--- config.mk ---
export PLATFORM = sky130hd
export DESIGN_NAME = flow_signature_parity_monitor
export DESIGN_NICKNAME = d
export VERILOG_FILES = /design/src/hw/odd_parity_lanes.v /design/src/hw/signature_accum.v /design/src/hw/flow_signature_parity_monitor.v
export VERILOG_INCLUDE_DIRS = /design/src /design/src/hw
export SDC_FILE = /design/constraint.sdc
export NUM_CORES = 1
export LEC_CHECK = 0
export BUFFER_PORTS_ARGS = -buffer_cell sky130_fd_sc_hd__buf_2
export CORE_ASPECT_RATIO = 0.8
export CORE_MARGIN = 4
export CORE_UTILIZATION = 30
export DETAILED_ROUTE_END_ITERATION = 16
export SLEW_MARGIN = 20
export SYNTH_ARGS = -nofsm -noshare
export SYNTH_HDL_FRONTEND = slang
export SYNTH_SLANG_ARGS = --single-unit
--- constraint.sdc ---
create_clock -name i_core_clk -period 3.7 [get_ports i_core_clk]
set_input_delay 1.11 -clock i_core_clk [delete_from_list [all_inputs] [get_ports i_core_clk]]
set_output_delay 1.11 -clock i_core_clk [all_outputs]
set_load 0.005 [all_outputs]
--- src/hw/flow_monitor_consts.vh ---
// Functional notes
// - Fold each executed word except checkpoint and zero set-high into checksum by XOR.
// - Signature is upper half XOR lower half.
// - Checkpoint is set-high to g0 tagged 011111.
// - Clear checksum after every signature comparison.
// - Mismatch raises program-flow trap, code 66H.
// - Trap taken or trap return disarms next check.
// - Zero set-high to g0: no compare, clear, disarm.
// - Disarmed checkpoint reports nothing, then rearms cleared.
// - Monitor on when enable low; checksum resets zero.
// - Delay-slot words counted even when annulled.
// - All parity is odd parity.
// - Check parity only on words actually used.
// - Parity checking suppressed during reset.
// - Coprocessor control signals carry no parity.
// - Fault output held low through trap, handler and resume.
// - Clean resume of failing instruction releases fault.
// - Error with traps disabled: error mode, halt.
// - Errors other than imprecise reported with failing instruction in execute.
// - Codes 61H, 62H, 63H for precise and late.
// - Imprecise errors 64H; register file errors 65H.
`ifndef FLOW_MONITOR_CONSTS_VH
`define FLOW_MONITOR_CONSTS_VH

// Width of the instruction word and of the folded signature.
`define FM_WORD_W 32
`define FM_SIG_W 16

// Hardware error trap type codes.
`define FM_TT_RESTART_PRECISE 8'h61
`define FM_TT_FATAL_PRECISE 8'h62
`define FM_TT_RESTART_LATE 8'h63
`define FM_TT_IMPRECISE 8'h64
`define FM_TT_REGFILE 8'h65
`define FM_TT_FLOW 8'h66

// Instruction format fields used by the decoder.
`define FM_OP_MSB 31
`define FM_OP_LSB 30
`define FM_OP_SETHI 2'h0
`define FM_OP_ARITH 2'h2
`define FM_RD_MSB 29
`define FM_RD_LSB 25
`define FM_OP2_MSB 24
`define FM_OP2_LSB 22
`define FM_OP2_SETHI 3'h4
`define FM_OP3_MSB 24
`define FM_OP3_LSB 19
`define FM_OP3_RETT 6'h39
`define FM_IMM_MSB 21
`define FM_TAG_LSB 16
`define FM_CHK_TAG 6'h1f
`define FM_EXP_MSB 15

// Reset values.
`define FM_CHECKSUM_RST 32'h0000_0000
`define FM_SIG_RST 16'h0000

`endif

--- src/hw/odd_parity_lanes.v ---
`timescale 1ns/100ps
`include "flow_monitor_consts.vh"
// Odd parity generation and checking over several independent words.
module odd_parity_lanes #(
  parameter WIDTH = 32,
  parameter LANES = 4
) (
  input wire [LANES*WIDTH-1:0] i_words,
  input wire [LANES-1:0] i_pars,
  input wire [LANES-1:0] i_used,
  input wire i_check_en,
  output wire [LANES-1:0] o_gen,
  output wire [LANES-1:0] o_err
);

  genvar g;
  generate
    for (g = 0; g < LANES; g = g + 1)
    begin : g_lane
      // Odd parity: the bit makes the total count of ones odd.
      assign o_gen[g] = ~(^i_words[g*WIDTH +: WIDTH]);
      // An unused word is never judged, so stale data cannot trap.
      assign o_err[g] = i_check_en & i_used[g] & (i_pars[g] != o_gen[g]);
    end
  endgenerate

endmodule // odd_parity_lanes

--- src/hw/signature_accum.v ---
`timescale 1ns/100ps
`include "flow_monitor_consts.vh"
// Running XOR checksum of executed instruction words and its fold.
module signature_accum #(
  parameter WORD_W = `FM_WORD_W
) (
  input wire i_core_clk,
  input wire i_rst_n,
  input wire i_clk_en,
  input wire i_fold,
  input wire i_clear,
  input wire [WORD_W-1:0] i_word,
  output wire [WORD_W/2-1:0] o_signature
);

  // Running checksum register.
  reg [WORD_W-1:0] checksum_q;
  reg [WORD_W-1:0] checksum_d;

  // Clear beats fold so a checkpoint word never enters the next block.
  always @*
  begin
    checksum_d = checksum_q;
    if (i_clear)
    begin
      checksum_d = {WORD_W{1'b0}};
    end
    else if (i_fold)
    begin
      checksum_d = checksum_q ^ i_word;
    end
  end

  // Synchronous reset starts the checksum at zero.
  always @(posedge i_core_clk)
  begin
    if (!i_rst_n)
    begin
      checksum_q <= `FM_CHECKSUM_RST;
    end
    else if (i_clk_en)
    begin
      checksum_q <= checksum_d;
    end
  end

  // Fold the upper half onto the lower half.
  assign o_signature = checksum_q[WORD_W-1:WORD_W/2] ^ checksum_q[WORD_W/2-1:0];

endmodule // signature_accum

--- src/hw/flow_signature_parity_monitor.v ---
`timescale 1ns/100ps
`include "flow_monitor_consts.vh"
// Concurrent error detection for the integer unit: flow signatures,
// operand and bus parity, hardware fault output and error mode.
module flow_signature_parity_monitor #(
  parameter WORD_W = `FM_WORD_W
) (
  // Core clock, synchronous active-low reset, clock enable.
  input wire i_core_clk,
  input wire i_rst_n,
  input wire i_clk_en,
  // Low turns program flow monitoring on.
  input wire i_flow_enable_n,
  // Instruction in the execute stage and its bus parity bit.
  input wire i_ex_valid,
  input wire [WORD_W-1:0] i_ex_instr,
  input wire i_ex_instr_par,
  // Load data and whether the executing instruction uses it.
  input wire [WORD_W-1:0] i_load_word,
  input wire i_load_par,
  input wire i_load_used,
  // Register file operands with parity and use flags.
  input wire [WORD_W-1:0] i_rf_a_word,
  input wire i_rf_a_par,
  input wire i_rf_a_used,
  input wire [WORD_W-1:0] i_rf_b_word,
  input wire i_rf_b_par,
  input wire i_rf_b_used,
  // Already qualified errors from control register checks.
  input wire i_fatal_precise_err,
  input wire i_imprecise_err,
  // Words whose outgoing parity is generated here.
  input wire [WORD_W-1:0] i_store_word,
  input wire [WORD_W-1:0] i_addr,
  // Trap logic handshake and trap enable state.
  input wire i_trap_taken,
  input wire i_traps_enabled,
  // Fault and error mode indications.
  output wire o_hw_fault_out_n,
  output wire o_error_mode_n,
  output wire o_halt,
  // Hardware trap request and its type.
  output wire o_trap_req,
  output reg [7:0] o_trap_type,
  // Status of the flow monitor.
  output reg [WORD_W/2-1:0] o_last_signature,
  output reg o_check_armed,
  // Outgoing parity bits.
  output reg o_data_bus_parity,
  output reg o_addr_bus_parity
);

  // One-hot fault handling states.
  localparam [4:0] S_RUN = 5'h01;  // Normal execution.
  localparam [4:0] S_PEND = 5'h02; // Trap requested, not yet taken.
  localparam [4:0] S_HNDL = 5'h04; // Inside the error trap routine.
  localparam [4:0] S_RSM = 5'h08;  // Failing instruction being resumed.
  localparam [4:0] S_ERR = 5'h10;  // Error mode, halted until reset.

  reg [4:0] state_q;
  reg [4:0] state_d;
  reg [7:0] trap_type_d;

  // Monitoring level; the enable pin is already synchronous.
  wire flow_on;
  assign flow_on = ~i_flow_enable_n;

  // Nothing executes once the unit has halted in error mode.
  wire ex_go;
  assign ex_go = i_ex_valid & ~state_q[4];

  // Instruction decode of set-high to global zero and trap return.
  wire is_sethi_g0;
  wire is_chkpt;
  wire is_nop;
  wire is_rett;
  wire [WORD_W/2-1:0] expected_sig;

  assign is_sethi_g0 = (i_ex_instr[`FM_OP_MSB:`FM_OP_LSB] == `FM_OP_SETHI)
                     & (i_ex_instr[`FM_OP2_MSB:`FM_OP2_LSB] == `FM_OP2_SETHI)
                     & (i_ex_instr[`FM_RD_MSB:`FM_RD_LSB] == 5'h00);
  // The top six immediate bits tag a checkpoint.
  assign is_chkpt = is_sethi_g0
                  & (i_ex_instr[`FM_IMM_MSB:`FM_TAG_LSB] == `FM_CHK_TAG);
  // An all-zero immediate is the reserved no-operation form.
  assign is_nop = is_sethi_g0 & (i_ex_instr[`FM_IMM_MSB:0] == 22'h00_0000);
  assign is_rett = (i_ex_instr[`FM_OP_MSB:`FM_OP_LSB] == `FM_OP_ARITH)
                 & (i_ex_instr[`FM_OP3_MSB:`FM_OP3_LSB] == `FM_OP3_RETT);
  // The compiler places the expected signature in the low immediate bits.
  assign expected_sig = i_ex_instr[`FM_EXP_MSB:0];

  // Checksum control.  With monitoring on, every valid word but a checkpoint or the no-operation form counts, annulled delay-slot
  // words included, because the pipeline marks them valid.
  wire fold_en;
  wire clear_en;
  wire [WORD_W/2-1:0] signature;

  assign fold_en = ex_go & flow_on & ~is_chkpt & ~is_nop;
  // With monitoring off the checksum is held at zero for a clean start.
  assign clear_en = (ex_go & flow_on & (is_chkpt | is_nop)) | ~flow_on;

  signature_accum #(
    .WORD_W(WORD_W)
  ) u_accum (
    .i_core_clk(i_core_clk),
    .i_rst_n(i_rst_n),
    .i_clk_en(i_clk_en),
    .i_fold(fold_en),
    .i_clear(clear_en),
    .i_word(i_ex_instr),
    .o_signature(signature)
  );

  // A comparison happens only at an armed checkpoint.
  wire do_compare;
  wire flow_err;
  assign do_compare = ex_go & flow_on & is_chkpt & o_check_armed;
  // A disarmed checkpoint is skipped silently.
  assign flow_err = do_compare & (signature != expected_sig);

  // Parity checking of the words the current instruction uses.
  // Coprocessor control pins carry no parity and are not inputs here.
  wire [3:0] chk_used;
  wire [3:0] chk_err;
  wire parity_en;

  assign chk_used = {i_rf_b_used, i_rf_a_used, i_load_used, 1'b1};
  // Checking is off in reset; registers may hold garbage parity.
  assign parity_en = i_rst_n & ex_go;

  odd_parity_lanes #(
    .WIDTH(WORD_W),
    .LANES(4)
  ) u_check (
    .i_words({i_rf_b_word, i_rf_a_word, i_load_word, i_ex_instr}),
    .i_pars({i_rf_b_par, i_rf_a_par, i_load_par, i_ex_instr_par}),
    .i_used(chk_used),
    .i_check_en(parity_en),
    .o_gen(),
    .o_err(chk_err)
  );

  // Outgoing parity for store data and address, never checked.
  wire [1:0] gen_par;

  odd_parity_lanes #(
    .WIDTH(WORD_W),
    .LANES(2)
  ) u_gen (
    .i_words({i_addr, i_store_word}),
    .i_pars(2'h0),
    .i_used(2'h0),
    .i_check_en(1'b0),
    .o_gen(gen_par),
    .o_err()
  );

  // Error classes, all but imprecise judged against the instruction in execute.
  wire err_restart_precise;
  wire err_fatal_precise;
  wire err_restart_late;
  wire err_imprecise;
  wire err_regfile;
  wire any_err;

  assign err_restart_precise = chk_err[0];
  assign err_restart_late = chk_err[1];
  assign err_regfile = chk_err[2] | chk_err[3];
  assign err_fatal_precise = i_fatal_precise_err & ex_go & i_rst_n;
  assign err_imprecise = i_imprecise_err & ~state_q[4] & i_rst_n;
  assign any_err = err_restart_precise | err_fatal_precise | err_restart_late
                 | err_imprecise | err_regfile | flow_err;

  // Pick the trap type; only the most severe error is reported and
  // lower ones are dropped, as the trap logic can take one at a time.
  always @*
  begin
    trap_type_d = `FM_TT_FLOW;
    if (err_imprecise)
    begin
      trap_type_d = `FM_TT_IMPRECISE;
    end
    else if (err_fatal_precise)
    begin
      trap_type_d = `FM_TT_FATAL_PRECISE;
    end
    else if (err_regfile)
    begin
      trap_type_d = `FM_TT_REGFILE;
    end
    else if (err_restart_late)
    begin
      trap_type_d = `FM_TT_RESTART_LATE;
    end
    else if (err_restart_precise)
    begin
      trap_type_d = `FM_TT_RESTART_PRECISE;
    end
  end

  // Fault handling state machine.
  always @*
  begin
    state_d = state_q;
    case (state_q)
      S_RUN:
      begin
        // A fault with traps off cannot be serviced: stop the unit.
        if (any_err)
        begin
          state_d = i_traps_enabled ? S_PEND : S_ERR;
        end
      end
      S_PEND:
      begin
        // The fault output and request hold until the trap is taken.
        if (i_trap_taken)
        begin
          state_d = S_HNDL;
        end
      end
      S_HNDL:
      begin
        // Handler runs with traps disabled, so a fault here is fatal.
        if (any_err & ~i_traps_enabled)
        begin
          state_d = S_ERR;
        end
        else if (ex_go & is_rett)
        begin
          state_d = S_RSM;
        end
      end
      S_RSM:
      begin
        // The resumed instruction decides: clean means transient.
        if (any_err)
        begin
          state_d = i_traps_enabled ? S_PEND : S_ERR;
        end
        else if (ex_go)
        begin
          state_d = S_RUN;
        end
      end
      S_ERR:
      begin
        // Only reset leaves error mode.
        state_d = S_ERR;
      end
      default:
      begin
        state_d = S_RUN;
      end
    endcase
  end

  // State, trap type and check arming registers.
  always @(posedge i_core_clk)
  begin
    if (!i_rst_n)
    begin
      state_q <= S_RUN;
      o_trap_type <= 8'h00;
      o_check_armed <= 1'b1;
      o_last_signature <= `FM_SIG_RST;
      o_data_bus_parity <= 1'b1;
      o_addr_bus_parity <= 1'b1;
    end
    else if (i_clk_en)
    begin
      state_q <= state_d;
      // Latch the type only when a new request is raised.
      if (state_d[1] & ~state_q[1])
      begin
        o_trap_type <= trap_type_d;
      end
      // Disarming wins over arming when both happen together.
      if (i_trap_taken | (ex_go & is_rett))
      begin
        o_check_armed <= 1'b0;
      end
      else if (ex_go & flow_on & is_nop)
      begin
        o_check_armed <= 1'b0;
      end
      else if (ex_go & flow_on & is_chkpt)
      begin
        o_check_armed <= 1'b1;
      end
      // Keep the last signature checked for diagnosis.
      if (do_compare)
      begin
        o_last_signature <= signature;
      end
      o_data_bus_parity <= gen_par[0];
      o_addr_bus_parity <= gen_par[1];
    end
  end

  // Request is a level held in its state until the trap is taken.
  assign o_trap_req = state_q[1];
  // Fault output is low from detection through handling and resume,
  // and forever in error mode.
  assign o_hw_fault_out_n = state_q[0];
  assign o_error_mode_n = ~state_q[4];
  assign o_halt = state_q[4];

endmodule // flow_signature_parity_monitor

==> results.toml, run 1 <==
[run_status]
status = "finished clean"

[critical_path]
worstReg2RegStart = "u_accum.checksum_q[10]"
crit_path_max_fanout = 8
critPathRequiredTime_ns = 3.95
cpMostUsedCell = "xnor2_1"
crit_path_cell_trace = "buf_2, inv_1, ha_1, xnor2_1, xnor2_1, xnor3_1, xnor2_1, buf_4, a21oi_2, nand4b_4, and2_4, or3_1, a21oi_1"
max_stage_delay_ns = 0.37
startpoint_type = "input port"
cp.arrival_ns = 3.65
crit_path_end_kind = "flop"
crit_start = "i_ex_instr[4]"
critPathSlowestCell = "or3_1"
critical_path_class = "in -> reg"

[die]
fp.coreArea_um2 = 16700
die_w_um = 154
ios = 239
die_h_um = 125
dieArea_um2 = 19300
num_rows = 42
initial_core_util = 0.308

[clock_tree]
clk_latency_ns = 0.33
post_cts_buffers = 0
cts_made_buffers = 9
cts.clk_slew.worst_paths_ns = 0.05
root_buffer = "clkbuf_16"
htree_levels = 3
clk_path_buf_depth = 2
clkSinkCount = 60
cts_resized = 0
cts_tree = "yes"
ctsHoldBuffers = 0

[power_and_ir_drop]
p_leak_nw = 3.17
irDropWorstVdd_mv = 0.158
p_per_area_nw_per_um2 = 429

[cells_and_area]
fin_cells = 1058
finalNetCount = 1057
drive_gt1_frac = 0.324
finalCoreUtilization = 0.415
synthToLayoutAreaGrowth_pct = 34.9

[sta]
fin_ws_ns = 0.294
final_hold_viol_count = 0
setup_viol = 0
setup_tns_ns = 0
grt_setup_unrepaired = "no"
hold_ws_ns = 0.472
relSlewSlack = 0.535
fmax_ghz = 0.294
worst_pin_slew_ns = 0.697
worst_clock_skew_ns = 0.0113
fin_crit_ns = 3.41
finalMaxSlewViolations = 0
post-route-period-util = 0.920

[placed_design]
dp.cells = 1041
portBuffers = 235
place_congestion = 0.854
hpwl_um = 12400
place_ws_ns = -0.0226

[grt]
gr-total-overflow = 0
grt_max_degree = 33
grt_usage = 0.145
antenna_found_initial = 3
grt_pass1_vias = 4447
grt_pass1_wl_um = 22500

[synth]
synthFlopType = "dfxtp_1"
synth_area_leaders = "xnor2_1 28%, dfxtp_1 23%, xnor3_1 10%"
synth.avg_cell_area_um2 = 8.72
synth_edf_count = 0
synthCells = 588
yosysSeqAreaShare = 0.234
synth_warnings = 0
synth_seq_cells = 60
mappedNetlistArea_um2 = 5130
synthArstFlopShare = 0
ys_types = 47
synth_top_area_cell = "xnor2_1"
synth_top_area_share = 0.277

[drt]
routedWlPerCell_um = 13.7
totalWireLength_um = 14500
vias = 4584
vias_per_cell = 4.33
ant_nets = 0
drt_iter0_drc = 244
drc = 0
drt_pre_antenna_iters = 4

[worst_hold_path]
min-delay-start = "o_data_bus_parity"
holdCritPathClass = "reg -> reg"

[job]
cap_violations = 0
[cells in the final DEF, fill, tap and decap left out, types with 4 or more instances in the layout]
master | netlist | routed
buf_2 | 0 | 235
xnor2_1 | 162 | 162
nor2_1 | 76 | 76
dfxtp_1 | 60 | 60
xor2_1 | 47 | 47
nand2_1 | 47 | 47
inv_1 | 31 | 31
a21oi_1 | 24 | 24
xnor3_1 | 23 | 23
ha_1 | 17 | 17
buf_4 | 4 | 15
o21ai_0 | 11 | 11
nand4_1 | 9 | 9
clkbuf_16 | 0 | 9
nor2b_1 | 7 | 7
nand3_1 | 6 | 6
and2_1 | 4 | 4
[layer usage]
metal / GRT usage / wire, µm / up-vias
li1: - / - / 2384
met1: 0.198 / 6690 / 2054
met2: 0.232 / 6790 / 126
met3: 0.0321 / 844 / 16
met4: 0.0369 / 163 / 4
met5: 0 / 14 / -
[synthesized netlist by cell type (all sizes together), types with 2 or more instances]
master   instances
dfxtp           60
ha              17
nor4             3
mux2i            4
xnor2          162
buf              4
nand3            6
o21ai           12
o31ai            3
xor2            47
inv             31
and3             2
nor2b            7
o21a             2
nor2            76
nand4b           3
o211ai           2
a21oi           25
nand2b           2
xnor3           23
nand4            9
and2             5
o2111ai          2
nand2           47
clkbuf          15
nor3             3
[metrics by stage]
step | instance area [µm²] | power [mW]
floorplan | 5130 | 1.73
global placement | 6610 | 2.15
detailed placement | 6610 | 2.15
CTS | 6910 | 3.00
global route | 6920 | 3.16
finish | 6920 | 2.96
[registers in the layout, indices dropped and copies added (netlist names)]
| signal | cells |
|---|---|
| o_last_signature | 16 |
| o_addr_bus_parity | 1 |
| o_trap_type | 4 |
| u_accum.checksum_q | 32 |
| o_check_armed | 1 |
| state_q | 5 |
| o_data_bus_parity | 1 |
[path summary, 6_finish.rpt]
kind	cells after the start	to	slack [ns]
worst min register to register	2	o_data_bus_parity	0.47
worst min-delay path	2	o_data_bus_parity	0.47
worst max register to register	9	state_q[3]	0.89
worst max-delay path	13	state_q[3]	0.29
[critical path: cells and delay by family]
family | cells | cell delay [ns]
fa+ha+maj | 1 | 0.29
simple gates | 3 | 0.73
xor+xnor | 4 | 0.93
compound gates | 2 | 0.31
buf+inv | 3 | 0.28
[cells by family (layout without fill, tap and decap cells)]
logic type      after synthesis  after routing  share of synthesized area
xor+xnor                    232            232                      0.458
simple gates                169            169                      0.152
flops                        60             60                      0.234
compound gates               55             55                     0.0652
buf+inv                      50            297                     0.0395
fa+ha+maj                    17             17                     0.0415
mux                           4              4                    0.00927
other cells                   1              4                   0.000731
[report_power, final]
group | switching [mW] | total, mW | internal [mW]
combinational | 0.606 | 1.35 | 0.748
clock | 0.310 | 0.834 | 0.524
sequential | 0.0711 | 0.777 | 0.706
total | 0.987 | 2.96 | 1.98
[area by class of cell]
type / instances / area (µm²)
multi-input combinational: 480 / 3730
inverter: 31 / 116
fill: 1691 / 9740
sequential: 60 / 1200
tap: 220 / 275
timing repair buffer: 250 / 1290
antenna: 1 / 2.50
clock inverter: 7 / 75.1
clock buffer: 9 / 225
(Power assumes the default switching activity.)
==> inputs of run 2 (changes only) <==
--- a/config.mk
+++ b/config.mk
@@ -8,9 +8,10 @@
 export LEC_CHECK = 0
 export BUFFER_PORTS_ARGS = -buffer_cell sky130_fd_sc_hd__buf_2
 export CORE_ASPECT_RATIO = 0.8
-export CORE_MARGIN = 4
-export CORE_UTILIZATION = 30
+export CORE_UTILIZATION = 40
 export DETAILED_ROUTE_END_ITERATION = 16
+export MAX_ROUTING_LAYER = met4
+export PLACE_DENSITY = 0.7
 export SLEW_MARGIN = 20
 export SYNTH_ARGS = -nofsm -noshare
 export SYNTH_HDL_FRONTEND = slang
==> results.toml, run 2 (synthesized netlist as in run 1, its figures left out) <==
[cells_and_area]
final_common_cell = "buf_2"
regMostFlops = "u_accum.checksum_q"
finalCoreUtilization = 0.552
finalNetCount = 1052
synthToLayoutAreaGrowth_pct = 33.0
n_fill_cell = 1201
fin_cells = 1003
largest_reg_flops = 32
final_cell_mix = "235 x buf_2, 162 x xnor2_1, 76 x nor2_1"
largestRegisters = "u_accum.checksum_q (32), o_last_signature (16), state_q (5)"
drive_gt1_frac = 0.319

[sta]
worst_pin_slew_ns = 0.728
grt_setup_unrepaired = "no"
fmax_ghz = 0.295
setup_viol = 0
finalMaxSlewViolations = 0
post-route-period-util = 0.917
worst_clock_skew_ns = 0.00710
relSlewSlack = 0.514
final_hold_viol_count = 0
fin_crit_ns = 3.39

[clock_tree]
cts_resized = 0
root_buffer = "clkbuf_16"
cts_made_buffers = 9
clk_path_buf_depth = 2
cts_tree = "yes"
ctsHoldBuffers = 0
post_cts_buffers = 0
clkSinkCount = 60
cts.clk_slew.worst_paths_ns = 0.05
htree_levels = 3
clk_latency_ns = 0.33

[power_and_ir_drop]
p_leak_nw = 3.15
p_comb_frac = 0.450
p_sw_mw = 0.959
sw_frac_of_total = 0.325
p_per_area_nw_per_um2 = 433
seqPwrFrac = 0.264
p_int_mw = 1.99
clock_power_share = 0.286
irDropWorstVdd_mv = 0.218

[grt]
antenna_found_initial = 1
grt_pass1_vias = 4349
grt_usage = 0.218
gr-total-overflow = 0
grt_max_degree = 33
grt_pass1_wl_um = 21400

[die]
initial_core_util = 0.415
fp.coreArea_um2 = 12300
die_h_um = 103
die_w_um = 129
dieArea_um2 = 13300
num_rows = 36
ios = 239

[worst_hold_path]
min-delay-start = "o_addr_bus_parity"
min_path_cells = 2
holdCritPathClass = "reg -> reg"
min_to = "o_addr_bus_parity"

[drt]
drt_iter0_drc = 199
drt_pre_antenna_iters = 5
drc = 0
totalWireLength_um = 13500
ant_nets = 0
vias_per_cell = 4.61
vias = 4622
routedWlPerCell_um = 13.5

[critical_path]
reg2regPathDepth = 9
startpoint_type = "input port"
rrSetupSlack_ns = 0.90
cp.arrival_ns = 3.59
regToRegEndpoint = "state_q[4]"
crit_path_end_kind = "flop"
critPathRequiredTime_ns = 3.90
worstReg2RegStart = "u_accum.checksum_q[14]"
critical_path_class = "in -> reg"
crit_path_max_fanout = 4

[placed_design]
dp.cells = 987
place_congestion = 0.872
portBuffers = 235
hpwl_um = 11400

[job]
cap_violations = 0

[run_status]
status = "finished clean"
[run 2: per-layer routing]
layer	vias to the layer above	routed length, µm	global-route usage
met4	0	81	0.0471
met1	2104	6680	0.294
met2	139	6020	0.339
li1	2370	-	-
met5	-	0	-
met3	9	718	0.0427
[run 2: worst max path at each step]
stage	start	to	slack (ns)	depth (start not counted)
after floorplan	i_ex_instr[4]	state_q[3]	0.37	11
after global placement	i_ex_instr[4]	state_q[3]	0.03	13
after detailed placement	i_ex_instr[19]	state_q[4]	-0.04	13
after CTS	i_ex_instr[19]	state_q[4]	0.30	13
after global routing	i_ex_instr[19]	state_q[4]	0.07	13
final	i_ex_instr[4]	state_q[4]	0.31	13
[run 2: metrics by stage]
step	setup TNS (ns)	total power [mW]	setup slack (ns)	hold slack, ns	instance area (µm²)
2_1_floorplan	0	1.73	0.371	0.466	5130
3_3_place_gp	0	2.11	0.0331	0.452	6510
4_1_cts	0	2.98	0.302	0.471	6820
6_report	0	2.95	0.308	0.467	6820
5_1_grt	0	3.14	0.0681	0.505	6820
3_5_place_dp	-0.0863	2.13	-0.0379	0.459	6510
[run 2: power by group through the flow]
stage	combinational, mW	clock, mW	sequential (mW)
2_1_floorplan	0.953	0	0.774
3_3_place_gp	1.32	0	0.789
3_5_place_dp	1.34	0	0.790
4_1_cts	1.34	0.855	0.777
5_1_grt	1.47	0.887	0.788
6_report	1.33	0.844	0.779
[run 2: final cells by class]
cell class              instances  area (µm²)  area share
inverters                      31         116      0.0171
diodes                          1        2.50    0.000367
repair buffers                245        1250       0.184
clock inverters                 4        48.8     0.00716
clock buffers                  11         253      0.0371
well taps                     171         214      0.0314
flip-flops and latches         60        1200       0.176
multi-input cells             480        3730       0.547
[run 2: critical path: stages]
cell	delay (ns)
buf_2	0.09
inv_1	0.04
ha_1	0.29
xnor2_1	0.22
xnor2_1	0.18
xnor3_1	0.37
xnor2_1	0.15
buf_4	0.15
a211oi_1	0.24
nand4b_1	0.16
a22oi_1	0.34
a2111o_1	0.18
o31ai_1	0.06
